<file path="config.mk">
export PLATFORM = sky130hd
export DESIGN_NAME = beslog_top
export DESIGN_NICKNAME = d
export VERILOG_FILES = /design/src/core/beslog_pkg.sv /design/src/core/beslog_top.sv
export SDC_FILE = /design/constraint.sdc
export NUM_CORES = 1
export LEC_CHECK = 0
export BUFFER_PORTS_ARGS = -buffer_cell sky130_fd_sc_hd__clkbuf_2
export CAP_MARGIN = 10
export CORE_MARGIN = 2
export CORE_UTILIZATION = 56
export DETAILED_ROUTE_END_ITERATION = 7
export PLACE_DENSITY = 0.83
export SETUP_SLACK_MARGIN = 0.05
export SLEW_MARGIN = 20
export SYNTH_ARGS = -nofsm -noshare
export SYNTH_HDL_FRONTEND = slang
export SYNTH_SLANG_ARGS = --single-unit
</file>
<file path="constraint.sdc">
create_clock -name clk -period 5.6 [get_ports clk]
set_input_delay 0 -clock clk [delete_from_list [all_inputs] [get_ports clk]]
set_output_delay 0 -clock clk [all_outputs]
set_load 0.005 [all_outputs]
</file>
<file path="src/core/beslog_pkg.sv">
// Purpose: Shared constants and types of the bus error status logger
// Assumes: 32-bit APB, registers on aligned words, one clock
// Notes:   Status bit positions count within the 64-bit bank status
package beslog_pkg;

	// Register byte offsets
	localparam logic [11:0] ADDR_STATUS_LO  = 12'h000;
	localparam logic [11:0] ADDR_STATUS_HI  = 12'h004;
	localparam logic [11:0] ADDR_IRQ_STATUS = 12'h008;
	localparam logic [11:0] ADDR_IRQ_MASK   = 12'h00C;
	localparam logic [11:0] ADDR_CTRL       = 12'h010;

	// Bank status field positions
	localparam int WDOG_BIT      = 10;
	localparam int EXT_BUS_BIT   = 11;
	localparam int REQ_TYPE_LSB  = 19;
	localparam int ERR_CLASS_LSB = 25;
	localparam int REDUND_BIT    = 28;
	localparam int BUS_ERR_BIT   = 29;
	localparam int INIT_DRV_BIT  = 30;
	localparam int INIT_RX_BIT   = 35;
	localparam int RESP_PAR_BIT  = 36;
	localparam int SPLIT_BIT     = 37;
	localparam int TIMEOUT_BIT   = 38;
	localparam int HARD_BIT      = 42;
	// Implemented bits; everything else reads zero
	localparam logic [63:0] STATUS_IMPL_MASK = 64'h0000_0478_7FF8_0C00;
	localparam logic [63:0] STATUS_RESET     = 64'h0000_0000_0000_0000;

	// Request type codes
	localparam logic [5:0] REQ_DCACHE_READ = 6'h00;
	localparam logic [5:0] REQ_IFETCH      = 6'h02;
	localparam logic [5:0] REQ_INTACK      = 6'h0D;
	localparam logic [5:0] REQ_PARTIAL     = 6'h10;
	localparam logic [5:0] REQ_IO_READ     = 6'h18;
	localparam logic [5:0] REQ_LOCK_READ   = 6'h19;

	// Interrupt status and mask layout
	localparam int IRQ_W          = 4;
	localparam int IRQ_LOG_BIT    = 0;
	localparam int IRQ_TOUT_BIT   = 1;
	localparam int IRQ_INIT_BIT   = 2;
	localparam int IRQ_PARITY_BIT = 3;
	localparam logic [IRQ_W-1:0] IRQ_RESET = 4'h0;

	// Control: bus ratio in bits 1:0, bus init driver enable in bit 2
	localparam int CTRL_RATIO_LSB = 0;
	localparam int CTRL_INIT_EN   = 2;
	localparam logic [2:0] CTRL_RESET = 3'h4;

	// Timing counts
	localparam logic [7:0]  PRESCALE_WRAP = 8'h7F;
	localparam logic [14:0] TIMEOUT_MAX   = 15'h7FFF;
	localparam logic [14:0] TIMEOUT_RESET = 15'h0000;
	localparam logic [7:0]  PRESCALE_RESET = 8'h00;
	localparam logic [1:0]  BUSDIV_RESET  = 2'h0;

	typedef enum logic [2:0] {
		KIND_DCACHE_READ = 3'h0,
		KIND_IFETCH      = 3'h1,
		KIND_IO_READ     = 3'h2,
		KIND_LOCK_READ   = 3'h3,
		KIND_PART_READ   = 3'h4,
		KIND_PART_WRITE  = 3'h5,
		KIND_INTACK      = 3'h6
	} beslog_kind_e;

	typedef enum logic [2:0] {
		CLASS_HARD       = 3'h0,
		CLASS_DOUBLE     = 3'h1,
		CLASS_AERR2      = 3'h2,
		CLASS_SINGLE     = 3'h4,
		CLASS_AERR1      = 3'h5
	} beslog_class_e;

	typedef enum logic [1:0] {
		APB_IDLE = 2'b01,
		APB_DONE = 2'b10
	} beslog_apb_e;

	typedef struct packed {
		logic        psel;
		logic        penable;
		logic        pwrite;
		logic [11:0] paddr;
		logic [31:0] pwdata;
	} beslog_apb_req_s;

	typedef struct packed {
		logic [31:0] prdata;
		logic        pready;
		logic        pslverr;
	} beslog_apb_rsp_s;

	typedef struct packed {
		logic          err_valid;
		beslog_kind_e  req_kind;
		beslog_class_e err_class;
		logic          compare_err_active;
		logic          bus_error_driven;
		logic          bus_init_driven;
		logic          bus_init_received;
		logic          resp_valid;
		logic [2:0]    resp_code;
		logic          resp_parity;
		logic          split_hard_err;
		logic          init_hard_err;
		logic          uop_retire;
		logic          core_exception;
	} beslog_evt_s;

endpackage : beslog_pkg

</file>
<file path="src/core/beslog_top.sv">
// Purpose: Logs external bus errors into a 64-bit bank status register
// Assumes: Event inputs synchronous to clk, one-cycle pulses when asserted
// Notes:   Bus clock is modelled as a tick of clk divided by 2, 3 or 4
`timescale 1ns/1ps
`default_nettype none
module beslog_top (
	// Clock and reset
	input  wire logic                        clk,
	input  wire logic                        rst,
	// APB slave
	input  wire beslog_pkg::beslog_apb_req_s apb_req,
	output var  beslog_pkg::beslog_apb_rsp_s apb_rsp,
	// Bus and core events
	input  wire beslog_pkg::beslog_evt_s     evt,
	// Interrupt and bus init drive
	output logic                             irq,
	output logic                             timeout_bus_init
);
	import beslog_pkg::*;

	typedef struct packed {
		beslog_apb_e      apb_state;
		beslog_apb_rsp_s  rsp;
		logic [63:0]      status;
		logic [IRQ_W-1:0] irq_status;
		logic [IRQ_W-1:0] irq_mask;
		logic [2:0]       ctrl;
		logic [1:0]       bus_div;
		logic [7:0]       prescale;
		logic [14:0]      timeout_cnt;
		logic             irq;
		logic             bus_init;
	} beslog_state_s;

	beslog_state_s st_reg;
	beslog_state_s st_next;

	function automatic logic [5:0] beslog_req_code(input beslog_kind_e kind);
		logic [5:0] code;
		code = REQ_DCACHE_READ;
		unique case (kind)
			KIND_DCACHE_READ: code = REQ_DCACHE_READ;
			KIND_IFETCH:      code = REQ_IFETCH;
			KIND_IO_READ:     code = REQ_IO_READ;
			KIND_LOCK_READ:   code = REQ_LOCK_READ;
			KIND_PART_READ:   code = REQ_PARTIAL;
			KIND_PART_WRITE:  code = REQ_PARTIAL;
			KIND_INTACK:      code = REQ_INTACK;
			default:          code = REQ_DCACHE_READ;
		endcase
		return code;
	endfunction : beslog_req_code

	logic        apb_hit;
	logic        apb_wr;
	logic        apb_mapped;
	logic [31:0] rd_word;
	logic        bus_tick;
	logic        pre_carry;
	logic        tout_fire;
	logic        tout_clear;
	logic        parity_err;
	logic [63:0] status_set;
	logic [63:0] status_clr;
	logic [IRQ_W-1:0] irq_set;
	logic [IRQ_W-1:0] irq_clr;
	logic [1:0]  ratio_max;

	always_comb begin
		st_next = st_reg;

		// Bus clock tick: ratio 0 -> 1:2, 1 -> 1:3, 2 or 3 -> 1:4
		unique case (st_reg.ctrl[CTRL_RATIO_LSB +: 2])
			2'h0:    ratio_max = 2'h1;
			2'h1:    ratio_max = 2'h2;
			default: ratio_max = 2'h3;
		endcase
		bus_tick = (st_reg.bus_div >= ratio_max);
		if (bus_tick) begin
			st_next.bus_div = BUSDIV_RESET;
		end else begin
			st_next.bus_div = st_reg.bus_div + 2'h1;
		end

		// Prescaler counts bus clock periods, carries every 128
		pre_carry = bus_tick && (st_reg.prescale == PRESCALE_WRAP);
		if (bus_tick) begin
			if (pre_carry) begin
				st_next.prescale = PRESCALE_RESET;
			end else begin
				st_next.prescale = st_reg.prescale + 8'h01;
			end
		end

		// Watchdog only runs while the bus init driver is enabled
		tout_fire = st_reg.ctrl[CTRL_INIT_EN] && pre_carry
			&& (st_reg.timeout_cnt == TIMEOUT_MAX);
		tout_clear = evt.uop_retire || evt.core_exception
			|| tout_fire || st_reg.bus_init;
		if (tout_clear) begin
			st_next.timeout_cnt = TIMEOUT_RESET;
		end else if (st_reg.ctrl[CTRL_INIT_EN] && pre_carry) begin
			st_next.timeout_cnt = st_reg.timeout_cnt + 15'h0001;
		end
		st_next.bus_init = tout_fire;

		// Responder parity: even over code lines and parity line
		parity_err = evt.resp_valid && (^{evt.resp_code, evt.resp_parity});

		// Sticky status sets from events
		status_set = 64'h0;
		status_set[INIT_RX_BIT]  = evt.bus_init_received;
		status_set[RESP_PAR_BIT] = parity_err;
		status_set[SPLIT_BIT]    = evt.split_hard_err;
		status_set[TIMEOUT_BIT]  = tout_fire;
		status_set[HARD_BIT]     = evt.init_hard_err;
		status_set[INIT_DRV_BIT] = evt.bus_init_driven || tout_fire;

		// APB decode; the answer comes one cycle into the access phase
		apb_hit = apb_req.psel && apb_req.penable && st_reg.rsp.pready;
		apb_wr  = apb_hit && apb_req.pwrite;
		apb_mapped = (apb_req.paddr == ADDR_STATUS_LO)
			|| (apb_req.paddr == ADDR_STATUS_HI)
			|| (apb_req.paddr == ADDR_IRQ_STATUS)
			|| (apb_req.paddr == ADDR_IRQ_MASK)
			|| (apb_req.paddr == ADDR_CTRL);

		// Software clears status bits by writing ones, except the timeout and own hard error flags
		status_clr = 64'h0;
		irq_clr = IRQ_RESET;
		if (apb_wr) begin
			unique case (apb_req.paddr)
				ADDR_STATUS_LO:  status_clr[31:0]  = apb_req.pwdata;
				ADDR_STATUS_HI:  status_clr[63:32] = apb_req.pwdata;
				ADDR_IRQ_STATUS: irq_clr = apb_req.pwdata[IRQ_W-1:0];
				ADDR_IRQ_MASK:   st_next.irq_mask = apb_req.pwdata[IRQ_W-1:0];
				ADDR_CTRL:       st_next.ctrl = apb_req.pwdata[2:0];
				default: begin
				end
			endcase
		end

		// Set wins over a clear in the same cycle
		st_next.status = ((st_reg.status & ~status_clr) | status_set)
			& STATUS_IMPL_MASK;

		// Error log fields overwrite on each logged error or watchdog
		if (tout_fire) begin
			st_next.status[15:0] = 16'h0;
			st_next.status[WDOG_BIT] = 1'b1;
		end else if (evt.err_valid) begin
			st_next.status[WDOG_BIT] = 1'b0;
			st_next.status[EXT_BUS_BIT] = 1'b1;
			st_next.status[REQ_TYPE_LSB +: 6] = beslog_req_code(evt.req_kind);
			st_next.status[ERR_CLASS_LSB +: 3] = evt.err_class;
			st_next.status[REDUND_BIT]   = evt.compare_err_active;
			st_next.status[BUS_ERR_BIT]  = evt.bus_error_driven;
			st_next.status[INIT_DRV_BIT] = evt.bus_init_driven;
		end
		// Timeout and own hard error flags survive any overwrite
		if (st_reg.status[TIMEOUT_BIT]) begin
			st_next.status[TIMEOUT_BIT] = 1'b1;
		end
		if (st_reg.status[HARD_BIT]) begin
			st_next.status[HARD_BIT] = 1'b1;
		end

		// Interrupt sources
		irq_set = IRQ_RESET;
		irq_set[IRQ_LOG_BIT]    = evt.err_valid;
		irq_set[IRQ_TOUT_BIT]   = tout_fire;
		irq_set[IRQ_INIT_BIT]   = evt.bus_init_received;
		irq_set[IRQ_PARITY_BIT] = parity_err;
		st_next.irq_status = (st_reg.irq_status & ~irq_clr) | irq_set;
		st_next.irq = |(st_next.irq_status & st_next.irq_mask);

		// Read mux shows reserved bits as zero
		unique case (apb_req.paddr)
			ADDR_STATUS_LO:  rd_word = st_reg.status[31:0] & STATUS_IMPL_MASK[31:0];
			ADDR_STATUS_HI:  rd_word = st_reg.status[63:32] & STATUS_IMPL_MASK[63:32];
			ADDR_IRQ_STATUS: rd_word = {28'h0, st_reg.irq_status};
			ADDR_IRQ_MASK:   rd_word = {28'h0, st_reg.irq_mask};
			ADDR_CTRL:       rd_word = {29'h0, st_reg.ctrl};
			default:         rd_word = 32'h0;
		endcase

		// Two-state answer machine
		st_next.rsp.pready = 1'b0;
		unique case (st_reg.apb_state)
			APB_IDLE: begin
				if (apb_req.psel && apb_req.penable) begin
					st_next.apb_state   = APB_DONE;
					st_next.rsp.pready  = 1'b1;
					st_next.rsp.pslverr = !apb_mapped;
					st_next.rsp.prdata  = apb_req.pwrite ? 32'h0 : rd_word;
				end
			end
			APB_DONE: begin
				st_next.apb_state   = APB_IDLE;
				st_next.rsp.pslverr = 1'b0;
				st_next.rsp.prdata  = 32'h0;
			end
		endcase
	end

	always_ff @(posedge clk) begin
		if (rst) begin
			st_reg.apb_state   <= APB_IDLE;
			st_reg.rsp         <= '0;
			st_reg.status      <= STATUS_RESET;
			st_reg.irq_status  <= IRQ_RESET;
			st_reg.irq_mask    <= IRQ_RESET;
			st_reg.ctrl        <= CTRL_RESET;
			st_reg.bus_div     <= BUSDIV_RESET;
			st_reg.prescale    <= PRESCALE_RESET;
			st_reg.timeout_cnt <= TIMEOUT_RESET;
			st_reg.irq         <= 1'b0;
			st_reg.bus_init    <= 1'b0;
		end else begin
			st_reg <= st_next;
		end
	end

	assign apb_rsp          = st_reg.rsp;
	assign irq              = st_reg.irq;
	assign timeout_bus_init = st_reg.bus_init;

endmodule : beslog_top
`default_nettype wire

</file>
==> Yosys cells after proc, flatten, opt, wreduce, memory -nomap -nowiden <==
Index checks and enable logic that the tools add are counted.
{ "word_totals": {"reg_bits": 93} }
{ "classes": {"eq_ne": 16, "reduce_logical": 26, "bitwise": 8, "mux": 22, "magnitude_cmp": 1, "n_addsub": 3} }
{ "ops": {"columns": ["operator", "n"], "rows": [
  ["$pmux W31 S5", 1],
  ["$pmux W34 S2", 1],
  ["$mux W32", 2],
  ["$and A43 B43 Y43", 1],
  ["$mux W43", 1],
  ["$not A43 Y43", 1],
  ["$or A43 B43 Y43", 1],
  ["$mux W36", 1],
  ["$pmux W5 S5", 1],
  ["$eq A12 B4 Y1 const B", 2],
  ["$mux W12", 2],
  ["$add A15 B1 Y15 const B", 1],
  ["$eq A15 B15 Y1 const B", 1],
  ["$eq A12 B3 Y1 const B", 1],
  ["$eq A12 B5 Y1 const B", 1],
  ["$logic_not A12 Y1", 1],
  ["$mux W4", 3],
  ["$mux W11", 1],
  ["$reduce_or A2 Y1", 5],
  ["$eq A3 B3 Y1 const B", 3],
  ["$add A8 B1 Y8 const B", 1],
  ["$and A4 B4 Y4", 2],
  ["$eq A8 B7 Y1 const B", 1],
  ["$logic_or A1 B1 Y1", 8],
  ["other kinds (23)", 33]
]} }

==> Depth between registers and ports, before layout <==
Gate-level depths: netlist (run 1).
{ "depth": {"depth_word": 10, "ltp_mapped": 10, "ltp_nobuf": 8} }

==> Worst setup path after synthesis (run 1) <==
Ideal clock, no wire load.
{ "synth_path": {"path_kind": "reg-to-reg", "from": "reg st_reg[28] (netlist bit)", "to": "reg, netlist name irq", "required_time_ps": 5478, "period_less_slack_ps": 2247, "stages_incl_launch_ff": 11, "n_path_buf": 2, "setup_ps": 122, "slack_ps": 3353, "t_arrival_ps": 2125, "cell_sequence": "dfxtp_1 -> nand2b_1 -> ha_1 -> nand2b_1 -> a21o_1 -> buf_2 -> and4_1 -> and4_1 -> clkbuf_1 -> a21o_1 -> a221o_1"} }
{ "synth_via": {"elab_chain_cells": 9, "elab_cells_between_ends": 10, "cone_classes": "order compare: 1; eq/ne: 1; mux: 1; bitwise: 2; reduce/logical: 5"} }
{ "synth_lines": {"columns": ["element", "line_no", "text"], "rows": [
  ["start, declared", "beslog_top.sv:35", "beslog_state_s st_reg;"],
  ["start signal, assigned", "beslog_top.sv:220", "st_reg <= st_next;"],
  ["$eq A2 B1 Y1 / $logic_not A2 Y1 (equally long branches)", "beslog_top.sv:73", "unique case (st_reg.ctrl[CTRL_RATIO_LSB +: 2])"],
  ["$pmux W2 S2 (*)", "beslog_top.sv:73", null],
  ["$ge A2 B2 Y1 (*)", "beslog_top.sv:78", "bus_tick = (st_reg.bus_div >= ratio_max);"],
  ["$logic_and A1 B1 Y1 (*)", "beslog_top.sv:86", "pre_carry = bus_tick && (st_reg.prescale == PRESCALE_WRAP);"],
  ["$logic_and A1 B1 Y1 (*)", "beslog_top.sv:96", "tout_fire = st_reg.ctrl[CTRL_INIT_EN] && pre_carry"],
  ["$logic_and A1 B1 Y1 (*)", "beslog_top.sv:97", "&& (st_reg.timeout_cnt == TIMEOUT_MAX);"],
  ["$or A4 B4 Y4 (*)", "beslog_top.sv:174", "st_next.irq_status = (st_reg.irq_status & ~irq_clr) | irq_set;"],
  ["$and A4 B4 Y4 (*)", "beslog_top.sv:175", "st_next.irq = |(st_next.irq_status & st_next.irq_mask);"],
  ["$reduce_or A4 Y1 (*)", "beslog_top.sv:175", null]
]} }
Every way passes the cells marked *; elsewhere a longest branch is shown, timed or not.
A chain may end at the register's enable or synchronous reset.

==> Final worst setup path (run 1) <==
{ "layout_path": {"from": "reg st_reg[28] (netlist bit)", "to": "reg st_reg[67] (netlist bit)"} }
{ "layout_via": {"elab_chain_cells": 7, "elab_cells_between_ends": 8, "cone_classes": "order compare: 1; eq/ne: 1; mux: 2; reduce/logical: 4"} }
{ "layout_lines": {"columns": ["element", "line_no", "text"], "rows": [
  ["$eq A2 B1 Y1 / $logic_not A2 Y1 (equally long branches)", "beslog_top.sv:73", null],
  ["$pmux W2 S2 (*)", "beslog_top.sv:73", null],
  ["$ge A2 B2 Y1 (*)", "beslog_top.sv:78", null],
  ["$logic_and A1 B1 Y1 (*)", "beslog_top.sv:86", null],
  ["$logic_and A1 B1 Y1 (*)", "beslog_top.sv:96", null],
  ["$logic_and A1 B1 Y1 (*)", "beslog_top.sv:97", null],
  ["$mux W12 (*)", "beslog_top.sv:148", "if (tout_fire) begin"]
]} }
Marks and branches as above.

==> summary.md, run 1 <==
| Metric | Value |
|---|---|
| Ys flop type | dfxtp_1 |
| PD cells | 268 mW/mm^2 |
| Worst setup EP type | register |
| CTS H-tree depth | 3 |
| Clk sinks | 82 |
| Synth area leaders | dfxtp_1, nor2_1, buf_4 |
| Design Area, Final | around 0.0045 sq mm |
| First-pass GRT wire length | between 10,000 and 15,000 um |
| Area growth, synth to finish | 20.1% |
| Asr flop ratio synth | 0 |
| Largest register FFs | 57 |
| Worst hold path class | primary input to register |
| Die X | about 86 um |
| CP Launch Type | register |
| GP Congestion | roughly 0.82 |
| Multi-input gate area in the final layout | ~0.0017 sq mm |
| Post-synth top area cell | dfxtp_1 |
| Endpoints failing hold | 0 |
| Logic gate share of total power | 0.144 |
| Fin. max-slew vios | 0 |
| Post-synth EDFFs | 0 |
| Post-layout util | 0.700 |
| Clock power share | 0.335 |
| Vias/cell | roughly 5.6 |
| Max Clk Rate | ~280 MHz |
| Core Region | around 0.0064 sq mm |
| Final clock skew | ~0.017 ns |
| Die height | 85.5 um |
| Crit Path Max Fanout | 12 |
| Number of global-route vias before repair | 3,216 |
| Gr usage total | 0.254 |
| Max-cap violation count | 0 |
| Post-synthesis register bit count | a little over 80 |
| Sw frac | 0.283 |
| Internal | 0.860 mW |
| Final setup fails | 0 |
| Worst setup slack after layout | a little over 2 ns |
| Register area | 0.00164 sq mm |
| Synth unique cells | 45 |
| Root buf cell | clkbuf_8 |
| I/O pins | approximately 110 |
| Status | complete, no violations |
| Drt pass-1 iters | 6 |
| CP required | 5.91 ns |
| DRC violations left | 0 |
| # port buffers | a little over 80 |
| Layout cells sized above 1 | 0.213 |
| WL/cell | between 15 and 20 um |
| Slew @ Worst Pin | approximately 1.0 ns |
| CTS buffer count | 9 |
| Mapped Area | between 0.003 and 0.004 sq mm |
| Top-count cell post-synth | dfxtp_1 |
| Gr ovfl total | 0 |
| Final WL | roughly 9000 um |
| Slew margin rel. | 0.302 |
| Setup WS pre-CTS | 2.72 ns |
| Top-area cell type share of the netlist area | 0.441 |
| Ant diodes | 0 |
| Post-DRT Antenna Nets | 0 |
| HPWL Detailed | between 5000 and 6000 um |
| Routed via count | 3,320 |
| # fillers | 478 |
| Nets | between 500 and 600 |
| Total power draw | 1.20 mW |
| Part of the power in registers | 0.521 |
| WS Path Type | register to register |
| Total negative slack | 0 ns |
| Synth warnings | 0 |
| DR iter-0 viols | roughly 160 |
| Latest clock arrival within the worst-skew pair | about 0.37 ns |
| Starting Density | 0.583 |
| RSZ-0062 raised after global routing | false |
| Die footprint | between 0.007 and 0.008 sq mm |
| Pleak | 1.86 nW |
| Post-CTS Setup Bufs | 0 |
| Post-Syn Instances | approximately 420 |
| Clock transition at the registers of the reported paths | roughly 0.090 ns |
| TritonCTS clock tree | yes |
| Peak VDD IR | just over 200 uV |
| Syn_area_per_cell | approximately 9 sq um |
| Post-synth top cells | dfxtp_1, nor2_1, nand2_1, buf_4, a22oi_1 |
| Seq/Total Area, Yosys | 0.441 |
| Critical Path AT | 3.84 ns |
| Clk buf depth | 2 |
| Hold slack | 0.0157 ns |
| Largest net degree at the start of global routing | 54 |
| Min cycle time layout | ~3.5 ns |
| Dpl cell area | 0.00394 sq mm |
| Initial antenna violation count | 0 |
| Finished Layout Cells | a little under 600 |
| Final Cycle Share | 0.629 |
| Cell count after placement | 543 |
| Row Count | 29 |
| Net switching power | about 0.34 mW |
## worst max-delay path, cell delays in order, from the launching register on
cell,delay [ns]
dfxtp_1,0.34
nand2b_1,0.15
ha_1,0.27
nand2b_1,0.12
a21o_1,0.28
and4_1,0.53
nand4_1,0.38
a21oi_2,0.55
a32o_1,0.30
dlygate4sd3_1,0.55
## power groups by stage
| stage | logic [mW] | registers [mW] | clock network (mW) |
|---|---|---|---|
| after detailed placement | 0.148 | 0.638 | 0 |
| final | 0.172 | 0.625 | 0.402 |
| after CTS | 0.169 | 0.624 | 0.409 |
| after global routing | 0.189 | 0.629 | 0.429 |
| after floorplan | 0.114 | 0.633 | 0 |
| after global placement | 0.138 | 0.636 | 0 |
## per-layer routing
layer	GRT usage	wire, um	vias up
met5	0	0	-
met4	0.128	255	0
met1	0.283	3500	1539
li1	-	-	1616
met3	0.0664	607	25
met2	0.447	4670	140
## final timing paths
check	startpoint	endpoint	slack, ns	cells past startpoint
setup / recovery	st_reg[28]	st_reg[67]	2.08	9
hold / removal	apb_req[3]	st_reg[33]	0.02	3
hold reg to reg	apb_rsp[12]	apb_rsp[12]	0.47	2
setup reg to reg	st_reg[28]	st_reg[67]	2.08	9
## placed cells by master (no fill, tap or decap), types with 13 or more instances in the layout
| cell | count |
|---|---|
| nor3_1 | 16 |
| nand2_1 | 38 |
| dfxtp_1 | 82 |
| a22oi_1 | 20 |
| nor2_1 | 69 |
| dlygate4sd3_1 | 35 |
| clkbuf_2 | 81 |
| nand4_1 | 17 |
| inv_1 | 13 |
| a21oi_1 | 16 |
## repair_timing
| action | CTS | global route |
|---|---|---|
| hold buffers | 35 | 0 |
| resized for setup | 0 | 0 |
| endpoints found under the setup margin | 0 | 0 |
| endpoints found under the hold margin | 28 | 0 |
## cell type report
type | instances | share of cell area
clock buffers | 10 | 0.0308
clock inverters | 6 | 0.0106
inverters | 13 | 0.0109
multi-input cells | 288 | 0.387
flip-flops and latches | 82 | 0.367
well taps | 77 | 0.0215
repair buffers | 118 | 0.172
## kinds of logic (layout without fill, tap and decap cells)
logic type,count (synthesis),in the layout,share of synthesized area
AOI/OAI and AO/OA,66,66,0.128
xor gates and xnor gates,22,22,0.0517
adders and majority gates,6,6,0.0202
buffers and inverters,63,147,0.106
DFF,82,82,0.441
muxes,8,8,0.0218
other,1,11,0.00101
and+or+nand+nor,175,175,0.231
No activity file was read; power rests on OpenSTA's default activity.
==> inputs of run 2 (changes only) <==
- CORE_UTILIZATION: 56 -> 52
- PLACE_DENSITY: 0.83 -> 0.78
- clock period: 5.6 -> 3.45 ns (I/O delays scaled with it)
==> run 2 against run 1 <==
Net effect: largest cell class unchanged; die area increased by 7.3%; via count shrank 2.0%; highest routed layer unchanged; clock skew shrank 0.0092 ns; largest power group unchanged; setup slack lost 1.8 ns; core utilization decreased by 4.1 points.
==> summary.md, run 2 (synthesized netlist as in run 1, its figures left out) <==
| Metric | Value |
|---|---|
| Crit Path Max Fanout | 12 (unchanged) |
| Row Count | 30 (was 29) |
| Reg2Reg Setup Slack | 0.29 ns (was 2.08 ns) |
| Critical Path AT | 3.46 ns (was 3.84 ns) |
| Largest register FFs | 57 (unchanged) |
| Setup WS pre-CTS | 0.683 ns (was 2.72 ns) |
| Final WL | 8410 um (was 9040 um) |
| Starting Density | 0.542 (was 0.583) |
| WS Path Type | register to register (unchanged) |
| Total negative slack | 0 ns (unchanged) |
| Slew @ Worst Pin | 0.781 ns (was 1.05 ns) |
| Drt pass-1 iters | 4 (was 6) |
| R2r endpoint | st_reg[65] (was st_reg[67]) |
| Initial antenna violation count | 0 (unchanged) |
| Clk sinks | 82 (unchanged) |
| Chain of cells forming the critical path | nand2b_1 -> ha_1 -> nand2b_1 -> a21o_1 -> and4_2 -> nand4_1 -> a21oi_4 -> a32o_1 -> dlygate4sd3_1 (was nand2b_1 -> ha_1 -> nand2b_1 -> a21o_1 -> and4_1 -> nand4_1 -> a21oi_2 -> a32o_1 -> dlygate4sd3_1) |
| Core Region | 0.00687 sq mm (was 0.00639 sq mm) |
| Final Cycle Share | 0.915 (was 0.629) |
| TritonCTS clock tree | yes (unchanged) |
| I/O pins | 105 (unchanged) |
| Area growth, synth to finish | 21.6% (was 20.1%) |
| Post-CTS Setup Bufs | 0 (unchanged) |
| Max Clk Rate | 317 MHz (was 284 MHz) |
| CTS buffer count | 9 (unchanged) |
| # port buffers | 81 (unchanged) |
| Setup crit end | st_reg[65] (was st_reg[67]) |
| Critical Path Stages | 9 (unchanged) |
| Clk buf depth | 2 (unchanged) |
| Largest net degree at the start of global routing | 34 (was 54) |
| Die X | 88.6 um (was 85.5 um) |
| Endpoints failing hold | 0 (unchanged) |
| Nets | 589 (was 587) |
| Register area | 0.00164 sq mm (unchanged) |
| Worst stage delay on the critical path | 0.54 ns (was 0.55 ns) |
| Clock transition at the registers of the reported paths | 0.09 ns (about the same) |
| CP Launch Type | register (unchanged) |
| CP required | 3.76 ns (was 5.91 ns) |
| Post-layout util | 0.659 (was 0.700) |
| Slew margin rel. | 0.475 (was 0.302) |
| Launch point of the worst path | st_reg[28] (unchanged) |
| CP top delay family | simple AND/OR/NAND/NOR gates (unchanged) |
| WL/cell | 13.7 um (was 15.2 um) |
| Dpl cell area | 0.00397 sq mm (was 0.00394 sq mm) |
| Min cycle time layout | 3.16 ns (was 3.52 ns) |
| DR iter-0 viols | 207 (was 159) |
| Number of global-route vias before repair | 3,008 (was 3,216) |
| R2R depth | 9 (unchanged) |
| Commonest non-fill, non-tap cell in the layout | dfxtp_1 (unchanged) |
| Status | complete, no violations (unchanged) |
| Latest clock arrival within the worst-skew pair | 0.36 ns (was 0.37 ns) |
| Most Frequent Cell on Critical Path | nand2b_1 (unchanged) |
| First-pass GRT wire length | 13,500 um (was 14,700 um) |
| PD cells | 433 mW/mm^2 (was 268 mW/mm^2) |
| Peak VDD IR | 340 uV (was 203 uV) |
| Vias/cell | 5.29 (was 5.59) |
| DRC violations left | 0 (unchanged) |
| Gr ovfl total | 0 (unchanged) |
| Root buf cell | clkbuf_8 (unchanged) |
| Gr usage total | 0.221 (was 0.254) |
| Post-DRT Antenna Nets | 0 (unchanged) |
| Die height | 88.6 um (was 85.5 um) |
| Worst setup slack after layout | 0.292 ns (was 2.08 ns) |
| Final clock skew | 0.00780 ns (was 0.0170 ns) |
| Number of cells on the worst hold path | 4 (was 3) |
| Final setup fails | 0 (unchanged) |
| Routed via count | 3,252 (was 3,320) |
| Pleak | 1.88 nW (was 1.86 nW) |
| Layout cells sized above 1 | 0.214 (was 0.213) |
| RSZ-0062 raised after global routing | false (unchanged) |
| Max-cap violation count | 0 (unchanged) |
| Worst hold path class | primary input to register (unchanged) |
| GP Congestion | 0.792 (was 0.815) |
| Multi-input gate area in the final layout | 0.00174 sq mm (was 0.00173 sq mm) |
| # fillers | 553 (was 478) |
| Ant diodes | 0 (unchanged) |
| Fin. max-slew vios | 0 (unchanged) |
| Die footprint | 0.00785 sq mm (was 0.00732 sq mm) |
| Hold slack | 0.0240 ns (was 0.0157 ns) |
| CTS H-tree depth | 3 (unchanged) |
| CP max stage cell | dlygate4sd3_1 (was a21oi_2) |
| Design Area, Final | 0.00453 sq mm (was 0.00447 sq mm) |
| WP buf/inv | 1 (unchanged) |
| Worst setup EP type | register (unchanged) |
| RR Startpoint | st_reg[28] (unchanged) |
| Commonest non-fill, non-tap cells in the layout | dfxtp_1, clkbuf_2, nor2_1, nand2_1, dlygate4sd3_1 (unchanged) |
| HPWL Detailed | 5710 um (was 5740 um) |
==> run 2: worst min-delay path, delay by kind of cell <==
family	cells	cell delay, ns
AOI/OAI and AO/OA	1	0.12
and+or+nand+nor	2	0.13
buffers and inverters	1	0.10
==> run 2: layout make-up <==
type	count	share of cell area
clock buffer	9	0.0274
clock inverter	7	0.0152
multi-input combinational	288	0.383
tap	96	0.0265
timing repair buffer	120	0.174
inverter	13	0.0108
sequential	82	0.363
==> run 2: metrics by stage <==
step | cells | power (mW)
3_5_place_dp | 563 | 1.27
3_3_place_gp | 563 | 1.26
4_1_cts | 615 | 1.97
5_1_grt | 615 | 2.05
2_1_floorplan | 433 | 1.21
6_report | 615 | 1.96
==> run 2: report_power, final <==
group	internal, mW	total (mW)	switching (mW)
Clock	0.284	0.673	0.389
Sequential	0.985	1.01	0.0297
Combinational	0.125	0.271	0.146
Total	1.39	1.96	0.565
==> run 2: timing repair <==
item                                   4_1_cts  5_1_grt
setup endpoints to repair                    0        5
endpoints found under the hold margin       30        0
gates resized for setup                      0        2
hold buffers                                36        0
==> run 2: layer usage <==
layer,GRT usage,part of all wire,wire (um)
met3,0.0494,0.043,358
met1,0.266,0.43,3620
met4,0.0950,0.023,191
met2,0.379,0.50,4230
met5,0,0,0
==> run 2: how the worst min path moves through the flow <==
stage          slack [ns]   startpoint    endpoint
6_report             0.02  apb_req[42]  apb_rsp[0]
4_1_cts             0.008      evt[17]  st_reg[58]
5_1_grt              0.03      evt[17]  st_reg[58]
3_5_place_dp         0.22       evt[3]  st_reg[75]
2_1_floorplan        0.12       evt[2]  st_reg[80]
3_3_place_gp         0.21      evt[13]  st_reg[63]
==> inputs of run 3 (changes only) <==
--- a/config.mk
+++ b/config.mk
@@ -8,8 +8,10 @@
 export BUFFER_PORTS_ARGS = -buffer_cell sky130_fd_sc_hd__clkbuf_2
 export CAP_MARGIN = 10
+export CELL_PAD_IN_SITES_DETAIL_PLACEMENT = 0
+export CELL_PAD_IN_SITES_GLOBAL_PLACEMENT = 1
 export CORE_MARGIN = 2
-export CORE_UTILIZATION = 52
+export CORE_UTILIZATION = 38
 export DETAILED_ROUTE_END_ITERATION = 7
-export PLACE_DENSITY = 0.78
+export PLACE_DENSITY = 0.77
 export SETUP_SLACK_MARGIN = 0.05
 export SLEW_MARGIN = 20
==> constraint.sdc (replaced) <==
create_clock -name clk -period 3.45 [get_ports clk]
set_input_delay 0 -clock clk [delete_from_list [all_inputs] [get_ports clk]]
set_output_delay 0 -clock clk [all_outputs]
set_load 0.02 [all_outputs]
==> run 3 against run 2 <==
Net effect: hold slack gained 0.0043 ns; wire length grew 4.9%; final cell count grew 6.2%.
==> summary.md, run 3 (synthesized netlist as in run 1, its figures left out) <==
| Metric | Value |
|---|---|
| Ant diodes | 0 (unchanged) |
| Routed via count | 3,223 (was 3,252) |
| CTS buffer count | 9 (unchanged) |
| Net switching power | 0.562 mW (was 0.565 mW) |
| Worst hold path class | primary input to register (unchanged) |
| Clock power share | 0.336 (was 0.343) |
| CP Launch Type | register (unchanged) |
| Highest metal used | met4 (unchanged) |
| RSZ-0062 raised after global routing | false (unchanged) |
| Nets | 590 (was 589) |
| Gr ovfl total | 0 (unchanged) |
| Slew margin rel. | 0.363 (was 0.475) |
| Final setup fails | 0 (unchanged) |
| Logic gate share of total power | 0.143 (was 0.138) |
| TritonCTS clock tree | yes (unchanged) |
| RR Startpoint | st_reg[28] (unchanged) |
| Total power draw | 1.95 mW (was 1.96 mW) |
| WHS Endpoint | st_reg[74] (was apb_rsp[0]) |
| Hold path start | evt[8] (was apb_req[42]) |
| Number of global-route vias before repair | 2,960 (was 3,008) |
| Slew @ Worst Pin | 0.956 ns (was 0.781 ns) |
| Drt pass-1 iters | 4 (unchanged) |
| Sw frac | 0.289 (was 0.288) |
| Commonest non-fill, non-tap cell in the layout | dfxtp_1 (unchanged) |
| Part of the power in registers | 0.521 (was 0.518) |
| Root buf cell | clkbuf_8 (unchanged) |
| Routed met1 length | 4000 um (was 3620 um) |
| I/O pins | 105 (unchanged) |
| Largest net degree at the start of global routing | 31 (was 34) |
| R2r endpoint | st_reg[66] (was st_reg[65]) |
| DR iter-0 viols | 118 (was 207) |
| Max Clk Rate | 326 MHz (was 317 MHz) |
| Fin. max-slew vios | 0 (unchanged) |
| Area growth, synth to finish | 22.7% (was 21.6%) |
| Worst setup EP type | register (unchanged) |
| Wire length on met3 | 413 um (was 358 um) |
| Status | complete, no violations (unchanged) |
| Row Count | 36 (was 30) |
| Peak VDD IR | 191 uV (was 340 uV) |
| Layout cells sized above 1 | 0.217 (was 0.214) |
| Min cycle time layout | 3.07 ns (was 3.16 ns) |
| # port buffers | 81 (unchanged) |
| WL/cell | 13.5 um (was 13.7 um) |
| Max-cap violation count | 0 (unchanged) |
| Final Cycle Share | 0.890 (was 0.915) |
| First-pass GRT wire length | 13,700 um (was 13,500 um) |
| Vias/cell | 4.94 (was 5.29) |
| Latest clock arrival within the worst-skew pair | 0.35 ns (was 0.36 ns) |
| Clk sinks | 82 (unchanged) |
| Reg2Reg Setup Slack | 0.38 ns (was 0.29 ns) |
| Final clock skew | 0.0176 ns (was 0.00780 ns) |
| CP required | 3.70 ns (was 3.76 ns) |
| PD cells | 426 mW/mm^2 (was 433 mW/mm^2) |
| Endpoints failing hold | 0 (unchanged) |
| Critical Path AT | 3.33 ns (was 3.46 ns) |
| Routed wl met2 | 4250 um (was 4230 um) |
| Largest register FFs | 57 (unchanged) |
| Die footprint | 0.0106 sq mm (was 0.00785 sq mm) |
| R2R depth | 9 (unchanged) |
| Clock transition at the registers of the reported paths | 0.10 ns (was 0.09 ns) |
| Commonest non-fill, non-tap cells in the layout | dfxtp_1, clkbuf_2, nor2_1, nand2_1, dlygate4sd3_1 (unchanged) |
| Final WL | 8820 um (was 8410 um) |
| Total negative slack | 0 ns (unchanged) |
| Post-DRT Antenna Nets | 0 (unchanged) |
| Starting Density | 0.386 (was 0.542) |
| WS Path Type | register to register (unchanged) |
| Die X | 103 um (was 88.6 um) |
| Die height | 103 um (was 88.6 um) |
| Crit Path Max Fanout | 10 (was 12) |
| GP Congestion | 0.762 (was 0.792) |
| HPWL Detailed | 6080 um (was 5710 um) |
| Initial antenna violation count | 0 (unchanged) |
| Pleak | 1.89 nW (was 1.88 nW) |
| Internal | 1.38 mW (was 1.39 mW) |
| Gr usage total | 0.165 (was 0.221) |
| DRC violations left | 0 (unchanged) |
| CTS H-tree depth | 3 (unchanged) |
| Number of cells on the worst hold path | 4 (unchanged) |
| Core Region | 0.00964 sq mm (was 0.00687 sq mm) |
| Clk buf depth | 2 (unchanged) |
==> run 3: cell types whose count changed in the layout (fill, tap and decap cells not counted), sizes merged <==
cell,delta
dlygate4sd3,-2
clkinv,+2
inv,-1
buf,+3
clkinvlp,-1
==> run 3: power groups by stage <==
stage	combinational, mW	clock [mW]	sequential, mW
after floorplan	0.195	0	1.03
final	0.279	0.653	1.01
after detailed placement	0.245	0	1.04
after CTS	0.277	0.678	1.01
after global routing	0.318	0.718	1.02
after global placement	0.242	0	1.03
==> run 3: metal layers <==
metal,vias to the layer above,global-route usage
li1,1614,-
met1,1522,0.210
met2,76,0.275
met3,11,0.0312
met4,0,0.0678
met5,-,0
==> run 3: worst max-delay path: stages (launching register included) <==
cell	delay, ns
dfxtp_1	0.34
nand2b_1	0.15
ha_1	0.26
nand2b_1	0.11
a21o_1	0.28
and4_1	0.41
and4_1	0.49
nor3_4	0.13
a32o_1	0.25
dlygate4sd3_1	0.54
==> run 3: stage by stage <==
| stage | hold slack, ns | std cells | utilization | worst slack, ns | instance area [sq um] |
|---|---|---|---|---|---|
| 6_report | 0.0283 | 653 | 0.474 | 0.378 | 4570 |
| 3_3_place_gp | 0.209 | 601 | 0.417 | 0.782 | 4020 |
| 4_1_cts | 0.0175 | 651 | 0.471 | 0.187 | 4540 |
| 3_5_place_dp | 0.217 | 601 | 0.417 | 0.726 | 4020 |
| 2_1_floorplan | 0.116 | 433 | - | 1.20 | 3760 |
| 5_1_grt | 0.0633 | 653 | 0.474 | 0.175 | 4570 |
==> run 3: area by class of cell <==
| class | count | area (sq um) |
|---|---|---|
| multi-input cells | 288 | 1740 |
| inverters | 13 | 48.8 |
| well taps | 133 | 166 |
| flip-flops and latches | 82 | 1640 |
| repair buffers | 121 | 791 |
| clock buffers | 9 | 124 |
| fillers | 967 | 5070 |
| clock inverters | 7 | 58.8 |
==> run 3: worst max-delay path by stage <==
stage | startpoint | end | depth (start not counted)
2_1_floorplan | st_reg[28] | irq | 10
3_3_place_gp | st_reg[28] | st_reg[58] | 8
3_5_place_dp | st_reg[28] | st_reg[8] | 8
4_1_cts | st_reg[28] | st_reg[63] | 9
5_1_grt | st_reg[28] | st_reg[66] | 9
6_report | st_reg[28] | st_reg[66] | 9
==> run 3: what timing repair did <==
item | in CTS | in global routing
endpoints found under the hold margin | 28 | 0
setup endpoints to repair | 0 | 5
hold buffers | 34 | 0
setup buffers | 0 | 2
resized for setup | 0 | 2
